### src/qct_defines.svh
// Register offsets, field positions and reset values of the quad compare timer.
// Assumes byte addresses on a 32-bit register bus, one aligned word per register.
`ifndef QCT_DEFINES_SVH
`define QCT_DEFINES_SVH

`define QCT_ADDR_W 8
`define QCT_OFF_CTL0 8'h00
`define QCT_OFF_CTL1 8'h04
`define QCT_OFF_IOC0 8'h08
`define QCT_OFF_IOC1 8'h0c
`define QCT_OFF_IOC2 8'h10
`define QCT_OFF_CNT 8'h14
`define QCT_OFF_CCR0 8'h18
`define QCT_OFF_CCR3 8'h24
`define QCT_OFF_STAT 8'h28
`define QCT_OFF_MASK 8'h2c

`define QCT_CTL0_RUN 7
`define QCT_CTL0_WMASK 8'h87
`define QCT_CTL1_EXT 0
`define QCT_CTL1_WMASK 8'h01
`define QCT_IOC0_WMASK 8'hff
`define QCT_IOC1_WMASK 8'h0f
`define QCT_IOC2_WMASK 8'h03

`define QCT_CNT_IDLE 16'hffff
`define QCT_CNT_ZERO 16'h0000
`define QCT_CCR_RST 16'h0000
`define QCT_REG8_RST 8'h00
`define QCT_STAT_W 6

`define QCT_RESP_OKAY 2'b00
`define QCT_RESP_SLVERR 2'b10

`endif

### src/qct_pkg.sv
// Types shared by the quad compare timer modules.
// Assumes the offsets and field positions come from qct_defines.svh.
package qct_pkg;

  typedef enum logic [1:0] {
    QCT_EDGE_NONE    = 2'b00,
    QCT_EDGE_RISING  = 2'b01,
    QCT_EDGE_FALLING = 2'b10,
    QCT_EDGE_BOTH    = 2'b11
  } qct_edge_t;

  typedef enum logic [3:0] {
    QCT_R_CTL0 = 4'b0000,
    QCT_R_CTL1 = 4'b0001,
    QCT_R_IOC0 = 4'b0010,
    QCT_R_IOC1 = 4'b0011,
    QCT_R_IOC2 = 4'b0100,
    QCT_R_CNT  = 4'b0101,
    QCT_R_CCR  = 4'b0110,
    QCT_R_STAT = 4'b0111,
    QCT_R_MASK = 4'b1000,
    QCT_R_NONE = 4'b1111
  } qct_reg_t;

endpackage

### src/qct_edge_if.sv
// Connection between the timer core and one edge detector.
// Assumes the input level is synchronous to the detector's clock.
`timescale 1ns/100ps
`default_nettype none

interface qct_edge_if;
  logic sig;
  qct_pkg::qct_edge_t sel;
  logic pulse;
  modport det (input sig, input sel, output pulse);
  modport ctl (output sig, output sel, input pulse);
endinterface

`default_nettype wire

### src/qct_edge_det.sv
// Valid-edge detector for a capture or event input.
// Assumes the input is synchronous to aclk; the pulse is combinational.
`timescale 1ns/100ps
`default_nettype none

module qct_edge_det (
  input wire logic aclk,    // Clock.
  input wire logic aresetn, // Synchronous reset, active low.
  qct_edge_if.det e         // Level in, selection in, pulse out.
);
  logic prev_r, prev_nxt;
  logic rise, fall;

  always_comb begin
    prev_nxt = e.sig;
    rise = e.sig & ~prev_r;
    fall = ~e.sig & prev_r;
    case (e.sel)
      qct_pkg::QCT_EDGE_RISING: e.pulse = rise;
      qct_pkg::QCT_EDGE_FALLING: e.pulse = fall;
      qct_pkg::QCT_EDGE_BOTH: e.pulse = rise | fall;
      default: e.pulse = 1'b0;
    endcase
  end

  always_ff @(posedge aclk) begin
    if (!aresetn) begin
      prev_r <= 1'b0;
    end else begin
      prev_r <= prev_nxt;
    end
  end
endmodule // qct_edge_det

`default_nettype wire

### src/qct_prescaler.sv
// Internal count-clock selector: one of eight divided rates of aclk.
// Assumes the divider restarts whenever run is low.
`timescale 1ns/100ps
`default_nettype none

module qct_prescaler #(
  parameter int DIV_W = 7
) (
  input wire logic aclk,        // Clock.
  input wire logic aresetn,     // Synchronous reset, active low.
  input wire logic run,         // Divider runs while high.
  input wire logic [2:0] sel,   // Rate select, divide by two to the power sel.
  output logic tick             // One-cycle count enable.
);
  logic [DIV_W-1:0] div_r, div_nxt;
  logic [DIV_W-1:0] mask;

  always_comb begin
    mask = DIV_W'(({{DIV_W{1'b0}}, 1'b1} << sel) - 1'b1);
    tick = run & (&(div_r | ~mask));
    div_nxt = run ? DIV_W'(div_r + 1'b1) : '0;
  end

  always_ff @(posedge aclk) begin
    if (!aresetn) begin
      div_r <= '0;
    end else begin
      div_r <= div_nxt;
    end
  end
endmodule // qct_prescaler

`default_nettype wire

### src/qct_top.sv
// Quad compare timer core with an AXI4-Lite register slave.
// Assumes all pin inputs are synchronous to aclk and one master on the bus.
//
// Local design decisions: the register offsets and the AXI4-Lite interface to the registers.
`timescale 1ns/100ps
`include "qct_defines.svh"
`default_nettype none

module qct_top #(
  parameter int NCH = 4,
  parameter int PRE_W = 7
) (
  input wire logic aclk,                       // Clock, 100 MHz.
  input wire logic aresetn,                    // Synchronous reset, active low.
  input wire logic [`QCT_ADDR_W-1:0] awaddr,   // Write address.
  input wire logic awvalid,                    // Write address valid.
  output logic awready,                        // Write address ready.
  input wire logic [31:0] wdata,               // Write data.
  input wire logic [3:0] wstrb,                // Write byte strobes.
  input wire logic wvalid,                     // Write data valid.
  output logic wready,                         // Write data ready.
  output logic [1:0] bresp,                    // Write response.
  output logic bvalid,                         // Write response valid.
  input wire logic bready,                     // Write response ready.
  input wire logic [`QCT_ADDR_W-1:0] araddr,   // Read address.
  input wire logic arvalid,                    // Read address valid.
  output logic arready,                        // Read address ready.
  output logic [31:0] rdata,                   // Read data.
  output logic [1:0] rresp,                    // Read response.
  output logic rvalid,                         // Read data valid.
  input wire logic rready,                     // Read data ready.
  input wire logic capture_input_ch0,          // Capture input, channel 0.
  input wire logic capture_input_ch3,          // Capture input, channel 3.
  input wire logic event_input,                // External event count input.
  output logic [NCH-1:0] timer_output,         // Timer output pins.
  output logic [NCH-1:0] match_irq,            // Per-channel match pulses.
  output logic irq                             // Combined masked interrupt level.
);

  // ****************************************************************
  // Decoding helpers
  // ****************************************************************
  function automatic qct_pkg::qct_reg_t qct_decode(input logic [`QCT_ADDR_W-1:0] a);
    if (a == `QCT_OFF_CTL0) begin
      return qct_pkg::QCT_R_CTL0;
    end else if (a == `QCT_OFF_CTL1) begin
      return qct_pkg::QCT_R_CTL1;
    end else if (a == `QCT_OFF_IOC0) begin
      return qct_pkg::QCT_R_IOC0;
    end else if (a == `QCT_OFF_IOC1) begin
      return qct_pkg::QCT_R_IOC1;
    end else if (a == `QCT_OFF_IOC2) begin
      return qct_pkg::QCT_R_IOC2;
    end else if (a == `QCT_OFF_CNT) begin
      return qct_pkg::QCT_R_CNT;
    end else if (a >= `QCT_OFF_CCR0 && a <= `QCT_OFF_CCR3 && a[1:0] == 2'b00) begin
      return qct_pkg::QCT_R_CCR;
    end else if (a == `QCT_OFF_STAT) begin
      return qct_pkg::QCT_R_STAT;
    end else if (a == `QCT_OFF_MASK) begin
      return qct_pkg::QCT_R_MASK;
    end else begin
      return qct_pkg::QCT_R_NONE;
    end
  endfunction

  function automatic logic [1:0] qct_ccr_idx(input logic [`QCT_ADDR_W-1:0] a);
    logic [`QCT_ADDR_W-1:0] d;
    d = `QCT_ADDR_W'(a - `QCT_OFF_CCR0);
    return d[3:2];
  endfunction

  function automatic logic [31:0] qct_merge(input logic [31:0] old, input logic [31:0] nw,
                                            input logic [3:0] stb);
    logic [31:0] r;
    r = old;
    for (int b = 0; b < 4; b++) begin
      if (stb[b]) begin
        r[8*b +: 8] = nw[8*b +: 8];
      end
    end
    return r;
  endfunction

  // ****************************************************************
  // State declarations
  // ****************************************************************
  logic awready_r, awready_nxt, wready_r, wready_nxt, bvalid_r, bvalid_nxt;
  logic arready_r, arready_nxt, rvalid_r, rvalid_nxt;
  logic [1:0] bresp_r, bresp_nxt, rresp_r, rresp_nxt;
  logic [31:0] rdata_r, rdata_nxt, wdat_r, wdat_nxt;
  logic aw_got_r, aw_got_nxt, w_got_r, w_got_nxt;
  logic [`QCT_ADDR_W-1:0] waddr_r, waddr_nxt;
  logic [3:0] wstb_r, wstb_nxt;
  logic do_wr;
  qct_pkg::qct_reg_t wsel, rsel;
  logic [31:0] wval;

  logic [7:0] ctl0_r, ctl0_nxt, ctl1_r, ctl1_nxt, ioc0_r, ioc0_nxt;
  logic [7:0] ioc1_r, ioc1_nxt, ioc2_r, ioc2_nxt;
  logic [15:0] ccr_r [NCH];
  logic [15:0] ccr_nxt [NCH];
  logic [`QCT_STAT_W-1:0] mask_r, mask_nxt, stat_r, stat_nxt, stat_clr;

  logic [15:0] cnt_r, cnt_nxt;
  logic [15:0] buf_r [NCH];
  logic [15:0] buf_nxt [NCH];
  logic started_r, started_nxt, irq_r, irq_nxt;
  logic [NCH-1:0] tog_r, tog_nxt, tout_r, tout_nxt, mirq_r, mirq_nxt, match, oe, ol;
  logic run, ext, tick, pre_tick;
  logic [2:0] edge_pulse;

  // ****************************************************************
  // Edge detectors and clock selector
  // ****************************************************************
  genvar gi;
  generate
    for (gi = 0; gi < 3; gi++) begin : g_edge
      qct_edge_if eif();
      if (gi == 0) begin : g_c0
        assign eif.sig = capture_input_ch0;
        assign eif.sel = qct_pkg::qct_edge_t'(ioc1_r[1:0]);
      end else if (gi == 1) begin : g_c3
        assign eif.sig = capture_input_ch3;
        assign eif.sel = qct_pkg::qct_edge_t'(ioc1_r[3:2]);
      end else begin : g_ev
        assign eif.sig = event_input;
        assign eif.sel = qct_pkg::qct_edge_t'(ioc2_r[1:0]);
      end
      assign edge_pulse[gi] = eif.pulse;
      qct_edge_det u_det (.aclk(aclk), .aresetn(aresetn), .e(eif));
    end
  endgenerate

  qct_prescaler #(.DIV_W(PRE_W)) u_pre (
    .aclk(aclk),
    .aresetn(aresetn),
    .run(run & started_r),
    .sel(ctl0_r[2:0]),
    .tick(pre_tick)
  );

  // ****************************************************************
  // Bus slave
  // ****************************************************************
  always_comb begin
    awready_nxt = awready_r;
    wready_nxt = wready_r;
    aw_got_nxt = aw_got_r;
    w_got_nxt = w_got_r;
    waddr_nxt = waddr_r;
    wdat_nxt = wdat_r;
    wstb_nxt = wstb_r;
    bvalid_nxt = bvalid_r;
    bresp_nxt = bresp_r;
    arready_nxt = arready_r;
    rvalid_nxt = rvalid_r;
    rresp_nxt = rresp_r;
    rdata_nxt = rdata_r;
    wsel = qct_decode(waddr_r);
    rsel = qct_decode(araddr);
    do_wr = aw_got_r & w_got_r & ~bvalid_r;
    if (awvalid && awready_r) begin
      awready_nxt = 1'b0;
      aw_got_nxt = 1'b1;
      waddr_nxt = awaddr;
    end
    if (wvalid && wready_r) begin
      wready_nxt = 1'b0;
      w_got_nxt = 1'b1;
      wdat_nxt = wdata;
      wstb_nxt = wstrb;
    end
    if (do_wr) begin
      aw_got_nxt = 1'b0;
      w_got_nxt = 1'b0;
      bvalid_nxt = 1'b1;
      bresp_nxt = (wsel == qct_pkg::QCT_R_NONE) ? `QCT_RESP_SLVERR : `QCT_RESP_OKAY;
    end else if (bvalid_r && bready) begin
      bvalid_nxt = 1'b0;
      awready_nxt = 1'b1;
      wready_nxt = 1'b1;
    end
    if (arvalid && arready_r) begin
      arready_nxt = 1'b0;
      rvalid_nxt = 1'b1;
      rresp_nxt = `QCT_RESP_OKAY;
      rdata_nxt = 32'h0000_0000;
      if (rsel == qct_pkg::QCT_R_CTL0) begin
        rdata_nxt[7:0] = ctl0_r;
      end else if (rsel == qct_pkg::QCT_R_CTL1) begin
        rdata_nxt[7:0] = ctl1_r;
      end else if (rsel == qct_pkg::QCT_R_IOC0) begin
        rdata_nxt[7:0] = ioc0_r;
      end else if (rsel == qct_pkg::QCT_R_IOC1) begin
        rdata_nxt[7:0] = ioc1_r;
      end else if (rsel == qct_pkg::QCT_R_IOC2) begin
        rdata_nxt[7:0] = ioc2_r;
      end else if (rsel == qct_pkg::QCT_R_CNT) begin
        rdata_nxt[15:0] = (run && started_r) ? cnt_r : `QCT_CNT_ZERO;
      end else if (rsel == qct_pkg::QCT_R_CCR) begin
        rdata_nxt[15:0] = ccr_r[qct_ccr_idx(araddr)];
      end else if (rsel == qct_pkg::QCT_R_STAT) begin
        rdata_nxt[`QCT_STAT_W-1:0] = stat_r;
      end else if (rsel == qct_pkg::QCT_R_MASK) begin
        rdata_nxt[`QCT_STAT_W-1:0] = mask_r;
      end else begin
        rresp_nxt = `QCT_RESP_SLVERR;
      end
    end else if (rvalid_r && rready) begin
      rvalid_nxt = 1'b0;
      arready_nxt = 1'b1;
    end
  end

  always_ff @(posedge aclk) begin
    if (!aresetn) begin
      awready_r <= 1'b1;
      wready_r <= 1'b1;
      aw_got_r <= 1'b0;
      w_got_r <= 1'b0;
      waddr_r <= '0;
      wdat_r <= 32'h0000_0000;
      wstb_r <= 4'h0;
      bvalid_r <= 1'b0;
      bresp_r <= `QCT_RESP_OKAY;
      arready_r <= 1'b1;
      rvalid_r <= 1'b0;
      rresp_r <= `QCT_RESP_OKAY;
      rdata_r <= 32'h0000_0000;
    end else begin
      awready_r <= awready_nxt;
      wready_r <= wready_nxt;
      aw_got_r <= aw_got_nxt;
      w_got_r <= w_got_nxt;
      waddr_r <= waddr_nxt;
      wdat_r <= wdat_nxt;
      wstb_r <= wstb_nxt;
      bvalid_r <= bvalid_nxt;
      bresp_r <= bresp_nxt;
      arready_r <= arready_nxt;
      rvalid_r <= rvalid_nxt;
      rresp_r <= rresp_nxt;
      rdata_r <= rdata_nxt;
    end
  end

  // ****************************************************************
  // Software registers
  // ****************************************************************
  always_comb begin
    ctl0_nxt = ctl0_r;
    ctl1_nxt = ctl1_r;
    ioc0_nxt = ioc0_r;
    ioc1_nxt = ioc1_r;
    ioc2_nxt = ioc2_r;
    mask_nxt = mask_r;
    ccr_nxt = ccr_r;
    stat_clr = '0;
    wval = 32'h0000_0000;
    if (do_wr) begin
      if (wsel == qct_pkg::QCT_R_CTL0) begin
        ctl0_nxt = 8'(qct_merge({24'h0, ctl0_r}, wdat_r, wstb_r)) & `QCT_CTL0_WMASK;
      end else if (wsel == qct_pkg::QCT_R_CTL1) begin
        ctl1_nxt = 8'(qct_merge({24'h0, ctl1_r}, wdat_r, wstb_r)) & `QCT_CTL1_WMASK;
      end else if (wsel == qct_pkg::QCT_R_IOC0) begin
        ioc0_nxt = 8'(qct_merge({24'h0, ioc0_r}, wdat_r, wstb_r)) & `QCT_IOC0_WMASK;
      end else if (wsel == qct_pkg::QCT_R_IOC1) begin
        ioc1_nxt = 8'(qct_merge({24'h0, ioc1_r}, wdat_r, wstb_r)) & `QCT_IOC1_WMASK;
      end else if (wsel == qct_pkg::QCT_R_IOC2) begin
        ioc2_nxt = 8'(qct_merge({24'h0, ioc2_r}, wdat_r, wstb_r)) & `QCT_IOC2_WMASK;
      end else if (wsel == qct_pkg::QCT_R_CCR) begin
        // Writes are taken whether or not the counter runs.
        wval = qct_merge({16'h0, ccr_r[qct_ccr_idx(waddr_r)]}, wdat_r, wstb_r);
        ccr_nxt[qct_ccr_idx(waddr_r)] = wval[15:0];
      end else if (wsel == qct_pkg::QCT_R_STAT) begin
        stat_clr = `QCT_STAT_W'(qct_merge(32'h0, wdat_r, wstb_r));
      end else if (wsel == qct_pkg::QCT_R_MASK) begin
        mask_nxt = `QCT_STAT_W'(qct_merge({26'h0, mask_r}, wdat_r, wstb_r));
      end
    end
  end

  always_ff @(posedge aclk) begin
    if (!aresetn) begin
      ctl0_r <= `QCT_REG8_RST;
      ctl1_r <= `QCT_REG8_RST;
      ioc0_r <= `QCT_REG8_RST;
      ioc1_r <= `QCT_REG8_RST;
      ioc2_r <= `QCT_REG8_RST;
      mask_r <= '0;
      for (int n = 0; n < NCH; n++) begin
        ccr_r[n] <= `QCT_CCR_RST;
      end
    end else begin
      ctl0_r <= ctl0_nxt;
      ctl1_r <= ctl1_nxt;
      ioc0_r <= ioc0_nxt;
      ioc1_r <= ioc1_nxt;
      ioc2_r <= ioc2_nxt;
      mask_r <= mask_nxt;
      ccr_r <= ccr_nxt;
    end
  end

  // ****************************************************************
  // Counter, compare channels, outputs and interrupts
  // ****************************************************************
  always_comb begin
    run = ctl0_r[`QCT_CTL0_RUN];
    ext = ctl1_r[`QCT_CTL1_EXT];
    tick = ext ? edge_pulse[2] : pre_tick;
    started_nxt = run;
    if (!run) begin
      cnt_nxt = `QCT_CNT_IDLE;
    end else if (!started_r) begin
      cnt_nxt = `QCT_CNT_ZERO;
    end else if (tick) begin
      cnt_nxt = 16'(cnt_r + 16'h0001);
    end else begin
      cnt_nxt = cnt_r;
    end
    for (int n = 0; n < NCH; n++) begin
      oe[n] = ioc0_r[2*n];
      ol[n] = ioc0_r[2*n+1];
      buf_nxt[n] = ccr_r[n];
      match[n] = run & started_r & tick & (cnt_r == buf_r[n]);
      tog_nxt[n] = run ? (tog_r[n] ^ (match[n] & oe[n])) : 1'b0;
      tout_nxt[n] = oe[n] & (tog_nxt[n] ^ ol[n]);
    end
    mirq_nxt = match;
    // A new event beats a clear written in the same cycle.
    stat_nxt = (stat_r & ~stat_clr) | {edge_pulse[1:0], match};
    irq_nxt = |(stat_nxt & mask_nxt);
  end

  always_ff @(posedge aclk) begin
    if (!aresetn) begin
      cnt_r <= `QCT_CNT_IDLE;
      started_r <= 1'b0;
      tog_r <= '0;
      tout_r <= '0;
      mirq_r <= '0;
      stat_r <= '0;
      irq_r <= 1'b0;
      for (int n = 0; n < NCH; n++) begin
        buf_r[n] <= `QCT_CCR_RST;
      end
    end else begin
      cnt_r <= cnt_nxt;
      started_r <= started_nxt;
      tog_r <= tog_nxt;
      tout_r <= tout_nxt;
      mirq_r <= mirq_nxt;
      stat_r <= stat_nxt;
      irq_r <= irq_nxt;
      buf_r <= buf_nxt;
    end
  end

  assign awready = awready_r;
  assign wready = wready_r;
  assign bvalid = bvalid_r;
  assign bresp = bresp_r;
  assign arready = arready_r;
  assign rvalid = rvalid_r;
  assign rresp = rresp_r;
  assign rdata = rdata_r;
  assign timer_output = tout_r;
  assign match_irq = mirq_r;
  assign irq = irq_r;
endmodule // qct_top

`default_nettype wire

### config.mk
export PLATFORM = sky130hd
export DESIGN_NAME = qct_top
export DESIGN_NICKNAME = d
export VERILOG_FILES = /design/src/qct_pkg.sv /design/src/qct_edge_if.sv /design/src/qct_edge_det.sv /design/src/qct_prescaler.sv /design/src/qct_top.sv
export VERILOG_INCLUDE_DIRS = /design/src /design/src/src
export SDC_FILE = /design/constraint.sdc
export NUM_CORES = 1
export LEC_CHECK = 0
export BUFFER_PORTS_ARGS = -buffer_cell sky130_fd_sc_hd__buf_2
export CAP_MARGIN = 20
export CELL_PAD_IN_SITES_DETAIL_PLACEMENT = 0
export CELL_PAD_IN_SITES_GLOBAL_PLACEMENT = 1
export CORE_MARGIN = 1.5
export CORE_UTILIZATION = 41
export CTS_CLUSTER_DIAMETER = 150
export CTS_CLUSTER_SIZE = 12
export DETAILED_ROUTE_END_ITERATION = 7
export PLACE_DENSITY = 0.81
export REMOVE_ABC_BUFFERS = 1
export SKIP_CTS_REPAIR_TIMING = 1
export SLEW_MARGIN = 0
export SYNTH_ARGS = -nofsm -noshare
export SYNTH_HDL_FRONTEND = slang
export SYNTH_HIERARCHICAL = 1
export SYNTH_SLANG_ARGS = --single-unit
### constraint.sdc
create_clock -name aclk -period 2.4 [get_ports aclk]
set_clock_uncertainty 0.2 [all_clocks]
set_input_delay 0.12 -clock aclk [delete_from_list [all_inputs] [get_ports aclk]]
set_output_delay 0.12 -clock aclk [all_outputs]
set_load 0.005 [all_outputs]
======== Word-level counts from Yosys, hierarchy flattened ========
Index checks and enable logic that the tools add are counted.
storage, ports and cells
  register bits after elaboration ......... 252
  input port bits ......................... 62
  output and inout bits ................... 50
cells by class
  $add $sub $neg .......................... 5
  $lt $le $gt $ge ......................... 7
  eq/ne operators ......................... 44
  shift-type cells ........................ 1
  multiplexer cells ....................... 110
  bitwise gates (word level) .............. 55
  reductions and logical operators ........ 30
operators by type and width
  cell                                                               count
  2-to-1 mux 8 bit                                                   26
  2-to-1 mux 16 bit                                                  9
  2-to-1 mux 6 bit                                                   22
  binary-select mux 16 bit (select 2 bit)                            2
  bitwise mux 64 bit                                                 1
  == test 16 bit                                                     4
  2-to-1 mux 4 bit                                                   16
  demux 16 bit (select 2 bit)                                        1
  == test 8 x 4 -> 1 bit, second input constant                      4
  == test 8 x 5 -> 1 bit, second input constant                      4
  == test 8 x 6 -> 1 bit, second input constant                      4
  == test 4 x 3 -> 1 bit, second input constant                      7
  AND 1 bit                                                          23
  AND reduction 7 bit                                                3
  2-to-1 mux 2 bit                                                   10
  2-to-1 mux 1 bit                                                   17
  adder 16 x 1 -> 16 bit, second input constant                      1
  == test 4 x 2 -> 1 bit, second input constant                      4
  == test 8 x 3 -> 1 bit, second input constant                      2
  greater-or-equal comparator 8 x 5 -> 1 bit, second input constant  2
  less-or-equal comparator 8 x 6 -> 1 bit, second input constant     2
  logical NOT 8 bit                                                  2
  NOT 1 bit                                                          13
  AND 6 bit                                                          2
  32 further kinds                                                   71

======== Depth between registers and ports, before layout ========
  word-level depth ........................ 24
  mapped depth ............................ 12
  gate-level depth less buffers ........... 11

======== Hierarchy ========
Netlist, hierarchy kept.
modules (own cells, without submodules)
  module         instances  cells each  area each (sq um)  sequential area each (sq um)
  qct_top        1          1127        10606.4            4804.6
  qct_prescaler  1          37          317.8              140.1
  qct_edge_det   3          11          85.1               20.0

======== Least setup slack after synthesis ========
Ideal clock, no wire load.
  kind .................................... reg-to-reg
  start point ............................. reg waddr_r[6]
  end point ............................... reg irq_r, in the netlist irq
  library setup time ...................... 0.125 ns
  data arrival time ....................... 2.287 ns
  required time ........................... 2.075 ns
  path slack .............................. -0.212 ns
  stages on the path, launching flop included .. 7
  path buffers ............................ 0
  path through ............................ dfxtp_1 > or4_4 > or2_4 > nor4_4 > mux2i_1 > o22ai_1 > o41a_1
between the ends
  longest elaborated chain between the ends .. 24
RTL lines
  element                                                                             RTL line                      RTL
  start: declaration                                                                  qct_top.sv:93                 logic [`QCT_ADDR_W-1:0] waddr_r, waddr_nxt;
  start signal: assignment                                                            qct_top.sv:236                waddr_r <= waddr_nxt;
  greater-or-equal comparator 8 x 5 -> 1 bit (no line), or another cell as far along  -
  logical AND 1 bit (no line) or 2-to-1 mux 3 bit (tied branches)                     -
  logical AND 1 bit or 2-to-1 mux 4 bit (tied branches)                               qct_top.sv:56, qct_top.sv:58
  2-to-1 mux 4 bit                                                                    qct_top.sv:56                 end else if (a >= `QCT_OFF_CCR0 && a <= `QCT_OFF_CCR3 && a[1:0] == 2'b00) begin
  2-to-1 mux 4 bit                                                                    qct_top.sv:54                 end else if (a == `QCT_OFF_CNT) begin
  2-to-1 mux 4 bit                                                                    qct_top.sv:52                 end else if (a == `QCT_OFF_IOC2) begin
  2-to-1 mux 4 bit                                                                    qct_top.sv:50                 end else if (a == `QCT_OFF_IOC1) begin
  2-to-1 mux 4 bit                                                                    qct_top.sv:48                 end else if (a == `QCT_OFF_IOC0) begin
  [... 8 more ...]                                                                    -
  2-to-1 mux 6 bit                                                                    qct_top.sv:264                end else if (wsel == qct_pkg::QCT_R_CTL1) begin
  2-to-1 mux 6 bit                                                                    qct_top.sv:262                if (wsel == qct_pkg::QCT_R_CTL0) begin
  2-to-1 mux 6 bit                                                                    qct_top.sv:261                if (do_wr) begin
  NOT 6 bit                                                                           qct_top.sv:333                stat_nxt = (stat_r & ~stat_clr) | {edge_pulse[1:0], match};
  AND 6 bit                                                                           qct_top.sv:333
  OR 6 bit                                                                            qct_top.sv:333
  AND 6 bit *                                                                         qct_top.sv:334                irq_nxt = |(stat_nxt & mask_nxt);
  OR reduction 6 bit *                                                                qct_top.sv:334
  end signal: assignment                                                              qct_top.sv:356                irq_r <= irq_nxt;
  end: declaration                                                                    qct_top.sv:108                logic started_r, started_nxt, irq_r, irq_nxt;
Every way passes the cells marked *; elsewhere a longest branch is shown, timed or not.
A chain may end at the register's enable or synchronous reset.

======== Final worst setup path ========
Same ends and word-level chain as after synthesis.

==> flow_metrics.tcl <==
set metrics [dict create \
    vias 9195 \
    dieArea_um2 28270 \
    cts_buffers 24 \
    clkTransAtPathRegs_ns 0.06 \
    grt.overflow.total 0 \
    yosysSeqAreaShare_pct 44.77 \
    rsz0062_at_grt "true" \
    cts_tree "built" \
    grt_pass1_wl_um 47860 \
    drtPass1Iterations 5 \
    final_util_pct 51.78 \
    p_per_area_nw_per_um2 584.9 \
    fin_crit_ns 2.490 \
    drt_iter0_markers 626 \
    vias_per_cell 5.418 \
    pwr-share-comb_pct 6.1 \
    power.leakage_nw 5.188 \
    p_int_mw 6.278 \
    finalSetupViolations 6 \
    wl_per_cell_um 19.32 \
    synth.most_common_cell "dfxtp_1" \
    synthTopCellsByArea "dfxtp_1 45%, mux4_2 6.0%, xnor2_1 5.0%, mux2i_1 4.8%, and2_1 4.5%" \
    root_buffer "clkbuf_16" \
    synthTopCellsByCount "250 x dfxtp_1, 121 x nor2_1, 93 x nand2_1" \
    async_flop_share_pct 0 \
    dr_wl_met3_um 1719 \
    globalplace.congestion 0.9204 \
    status "finished with violations" \
    hpwl_um 22060 \
    worst_slack_ns -0.08984 \
    p_seq_share_pct 52.4 \
    critPathRequiredTime_ns 2.61 \
    slew_viol_final 0 \
    drive_above_1_share_pct 22.05 \
    hp-class "input port to register" \
    syn_inst 1197 \
    die_x_um 168.1 \
    synth_edf_count 0 \
    relSlewSlack_pct 47.80 \
    die_y_um 168.1 \
    critPathCaptureType "register" \
    cts-root-to-sink-buffers 3 \
    grt_pass1_vias 8458 \
    finalHoldViolCount 0 \
    ant_nets 0 \
    drt-met1-wl_um 14770 \
    cp_max_fo 6 \
    ios 112 \
    wl_met2_um 15520 \
    yosys.area.top_type_share_pct 44.77 \
    rows 60 \
    cpMaxStageDelayCell "or4_4" \
    synth.avg_cell_area_um2 9.340 \
    violations "setup timing" \
    hold_ws_ns 0.001989 \
    setup_tns_ns -0.1318 \
    r2r.worst_path.cells 7 \
    drc 0 \
    antenna_cells 0 \
    port_buffers 75 \
    max-cap-violations 0 \
    clockPowerShare_pct 41.5 \
    timing.fmax_ghz 0.4016 \
    p_switching_mw 1.862 \
    nNetsFinal 1426 \
    track_usage_pct 21.51 \
    cts_sinks 250 \
    path_cells "or4_4 -> or2_4 -> nor4_4 -> buf_6 -> mux2i_4 -> o22ai_2 -> o41a_1" \
    antenna_found_initial 0 \
    area_delta_synth_final_pct 24.49 \
    reg2reg_slack_ns -0.09 \
    wl_um 32790 \
    ys_ff_latch 250 \
    ir_worst_vdd_uv 427.7 \
    core-area_um2 26880 \
    arrival_ns 2.70 \
    clk_latency_ns 0.52 \
    yosysTopAreaCell "dfxtp_1" \
    tightest_slew_ns 0.7812 \
    initial_utilization_pct 41.60 \
    swShare_pct 22.88 \
    grt_max_degree 63 \
    synth_cell_types 53 \
    synth_ff_type "dfxtp_1" \
    synth-warning-count 6 \
    cpPeakStageDelay_ns 0.53 \
    crit_type "register to register" \
    fin_crit_sh_pct 103.7 \
    cts_max_level 1 \
    cp-start-kind "register" \
    top_layer "met4" \
    holdPathStages 5 \
    synthesis.area_um2 11180 \
]
-- per-layer routing --
layer / vias up / global-route usage [%]
met2: 263 / 34.95
met4: 0 / 5.318
met1: 4451 / 30.42
met5: - / 0
met3: 52 / 2.703
li1: 4429 / -
-- power by group through the flow --
stage | sequential, mW | clock [mW] | combinational (mW)
2_1_floorplan | 4.34 | 0 | 0.195
3_3_place_gp | 4.35 | 0 | 0.420
3_5_place_dp | 4.35 | 0 | 0.424
4_1_cts | 4.26 | 3.43 | 0.426
5_1_grt | 4.27 | 3.60 | 0.551
6_report | 4.26 | 3.38 | 0.499
-- stage by stage --
step                      power, mW  cells  area [um^2]  worst slack, ns
after floorplan               4.536   1106        10760           -1.118
after global placement        4.769   1604        12310          -0.1614
after detailed placement      4.776   1604        12310          -0.2367
after CTS                     8.116   1630        12940          -0.2475
after global routing          8.418   1697        13920          -0.1757
final                         8.140   1697        13920         -0.08984
-- placed cells by master (no fill, tap or decap), types with 6 or more instances in the layout --
master,instances
conb_1,18
nor2_1,118
and2_1,80
buf_4,80
nand3_1,27
o21ai_0,38
clkbuf_16,28
a22oi_1,9
mux2i_1,51
a211oi_1,49
nand2_1,89
nand3b_1,10
buf_12,9
a21oi_1,57
dfxtp_2,10
nand4_1,24
inv_1,18
ha_1,7
xor2_1,23
a221oi_1,6
mux4_2,30
a21o_1,6
or3_1,7
nor3_1,10
dlygate4sd3_1,52
xnor2_1,63
nand2b_1,8
nor2b_1,10
o21ai_1,10
dfxtp_1,240
a211oi_2,16
buf_2,75
-- area by class of cell --
cell class	instances	area, um^2
Clock buffer	26	639.4
Fill cell	2439	12960
Inverter	20	77.57
Multi-Input combinational cell	836	5948
Sequential cell	250	5017
Tap cell	341	426.7
Timing Repair Buffer	224	1808
-- critical path, delay by kind of cell, from the launching register on --
kind | cells | cell delay, ns
simple gates | 3 | 0.93
compound gates | 2 | 0.48
mux | 1 | 0.26
buf+inv | 1 | 0.20
flops | 1 | 0.31
-- logic make-up (layout without fill, tap and decap cells) --
kind of cell | count (synthesis) | after routing | share of synthesized area [%]
buffers and inverters | 128 | 270 | 4.992
multiplexers | 90 | 90 | 11.48
XOR/XNOR | 87 | 87 | 6.816
AND/OR/NAND/NOR | 421 | 421 | 19.07
AO/OA/AOI/OAI | 212 | 212 | 11.94
flip-flops | 250 | 250 | 44.77
other | 1 | 18 | 0.03354
adder cells (fa/ha/maj) | 8 | 8 | 0.8954
-- flip-flops by register name, indices dropped and copies added, names as in the netlist, 2 cells and up --
signal and cells:
u_pre/div_r 7, mask_r 6, waddr_r 8, buf_r 64, stat_r 6, match_irq 4
ioc0_r 8, wdat_r 16, g_edge.u_det/prev_r 3, tog_r 4, ctl0_r 4, ioc1_r 4
cnt_r 16, rdata 16, ioc2_r 2, buf_nxt 64, wstb_r 2, timer_output 4
-- worst paths after layout --
kind,startpoint,endpoint
max,waddr_r[6]$_SDFFE_PN0P_,irq$_SDFF_PN0_
min,araddr[4],rdata[2]$_SDFFE_PN0P_
max reg2reg,waddr_r[6]$_SDFFE_PN0P_,irq$_SDFF_PN0_
min reg2reg,wstb_r[0]$_SDFFE_PN0P_,wstb_r[0]$_SDFFE_PN0P_
No activity file was read; power rests on OpenSTA's default activity.
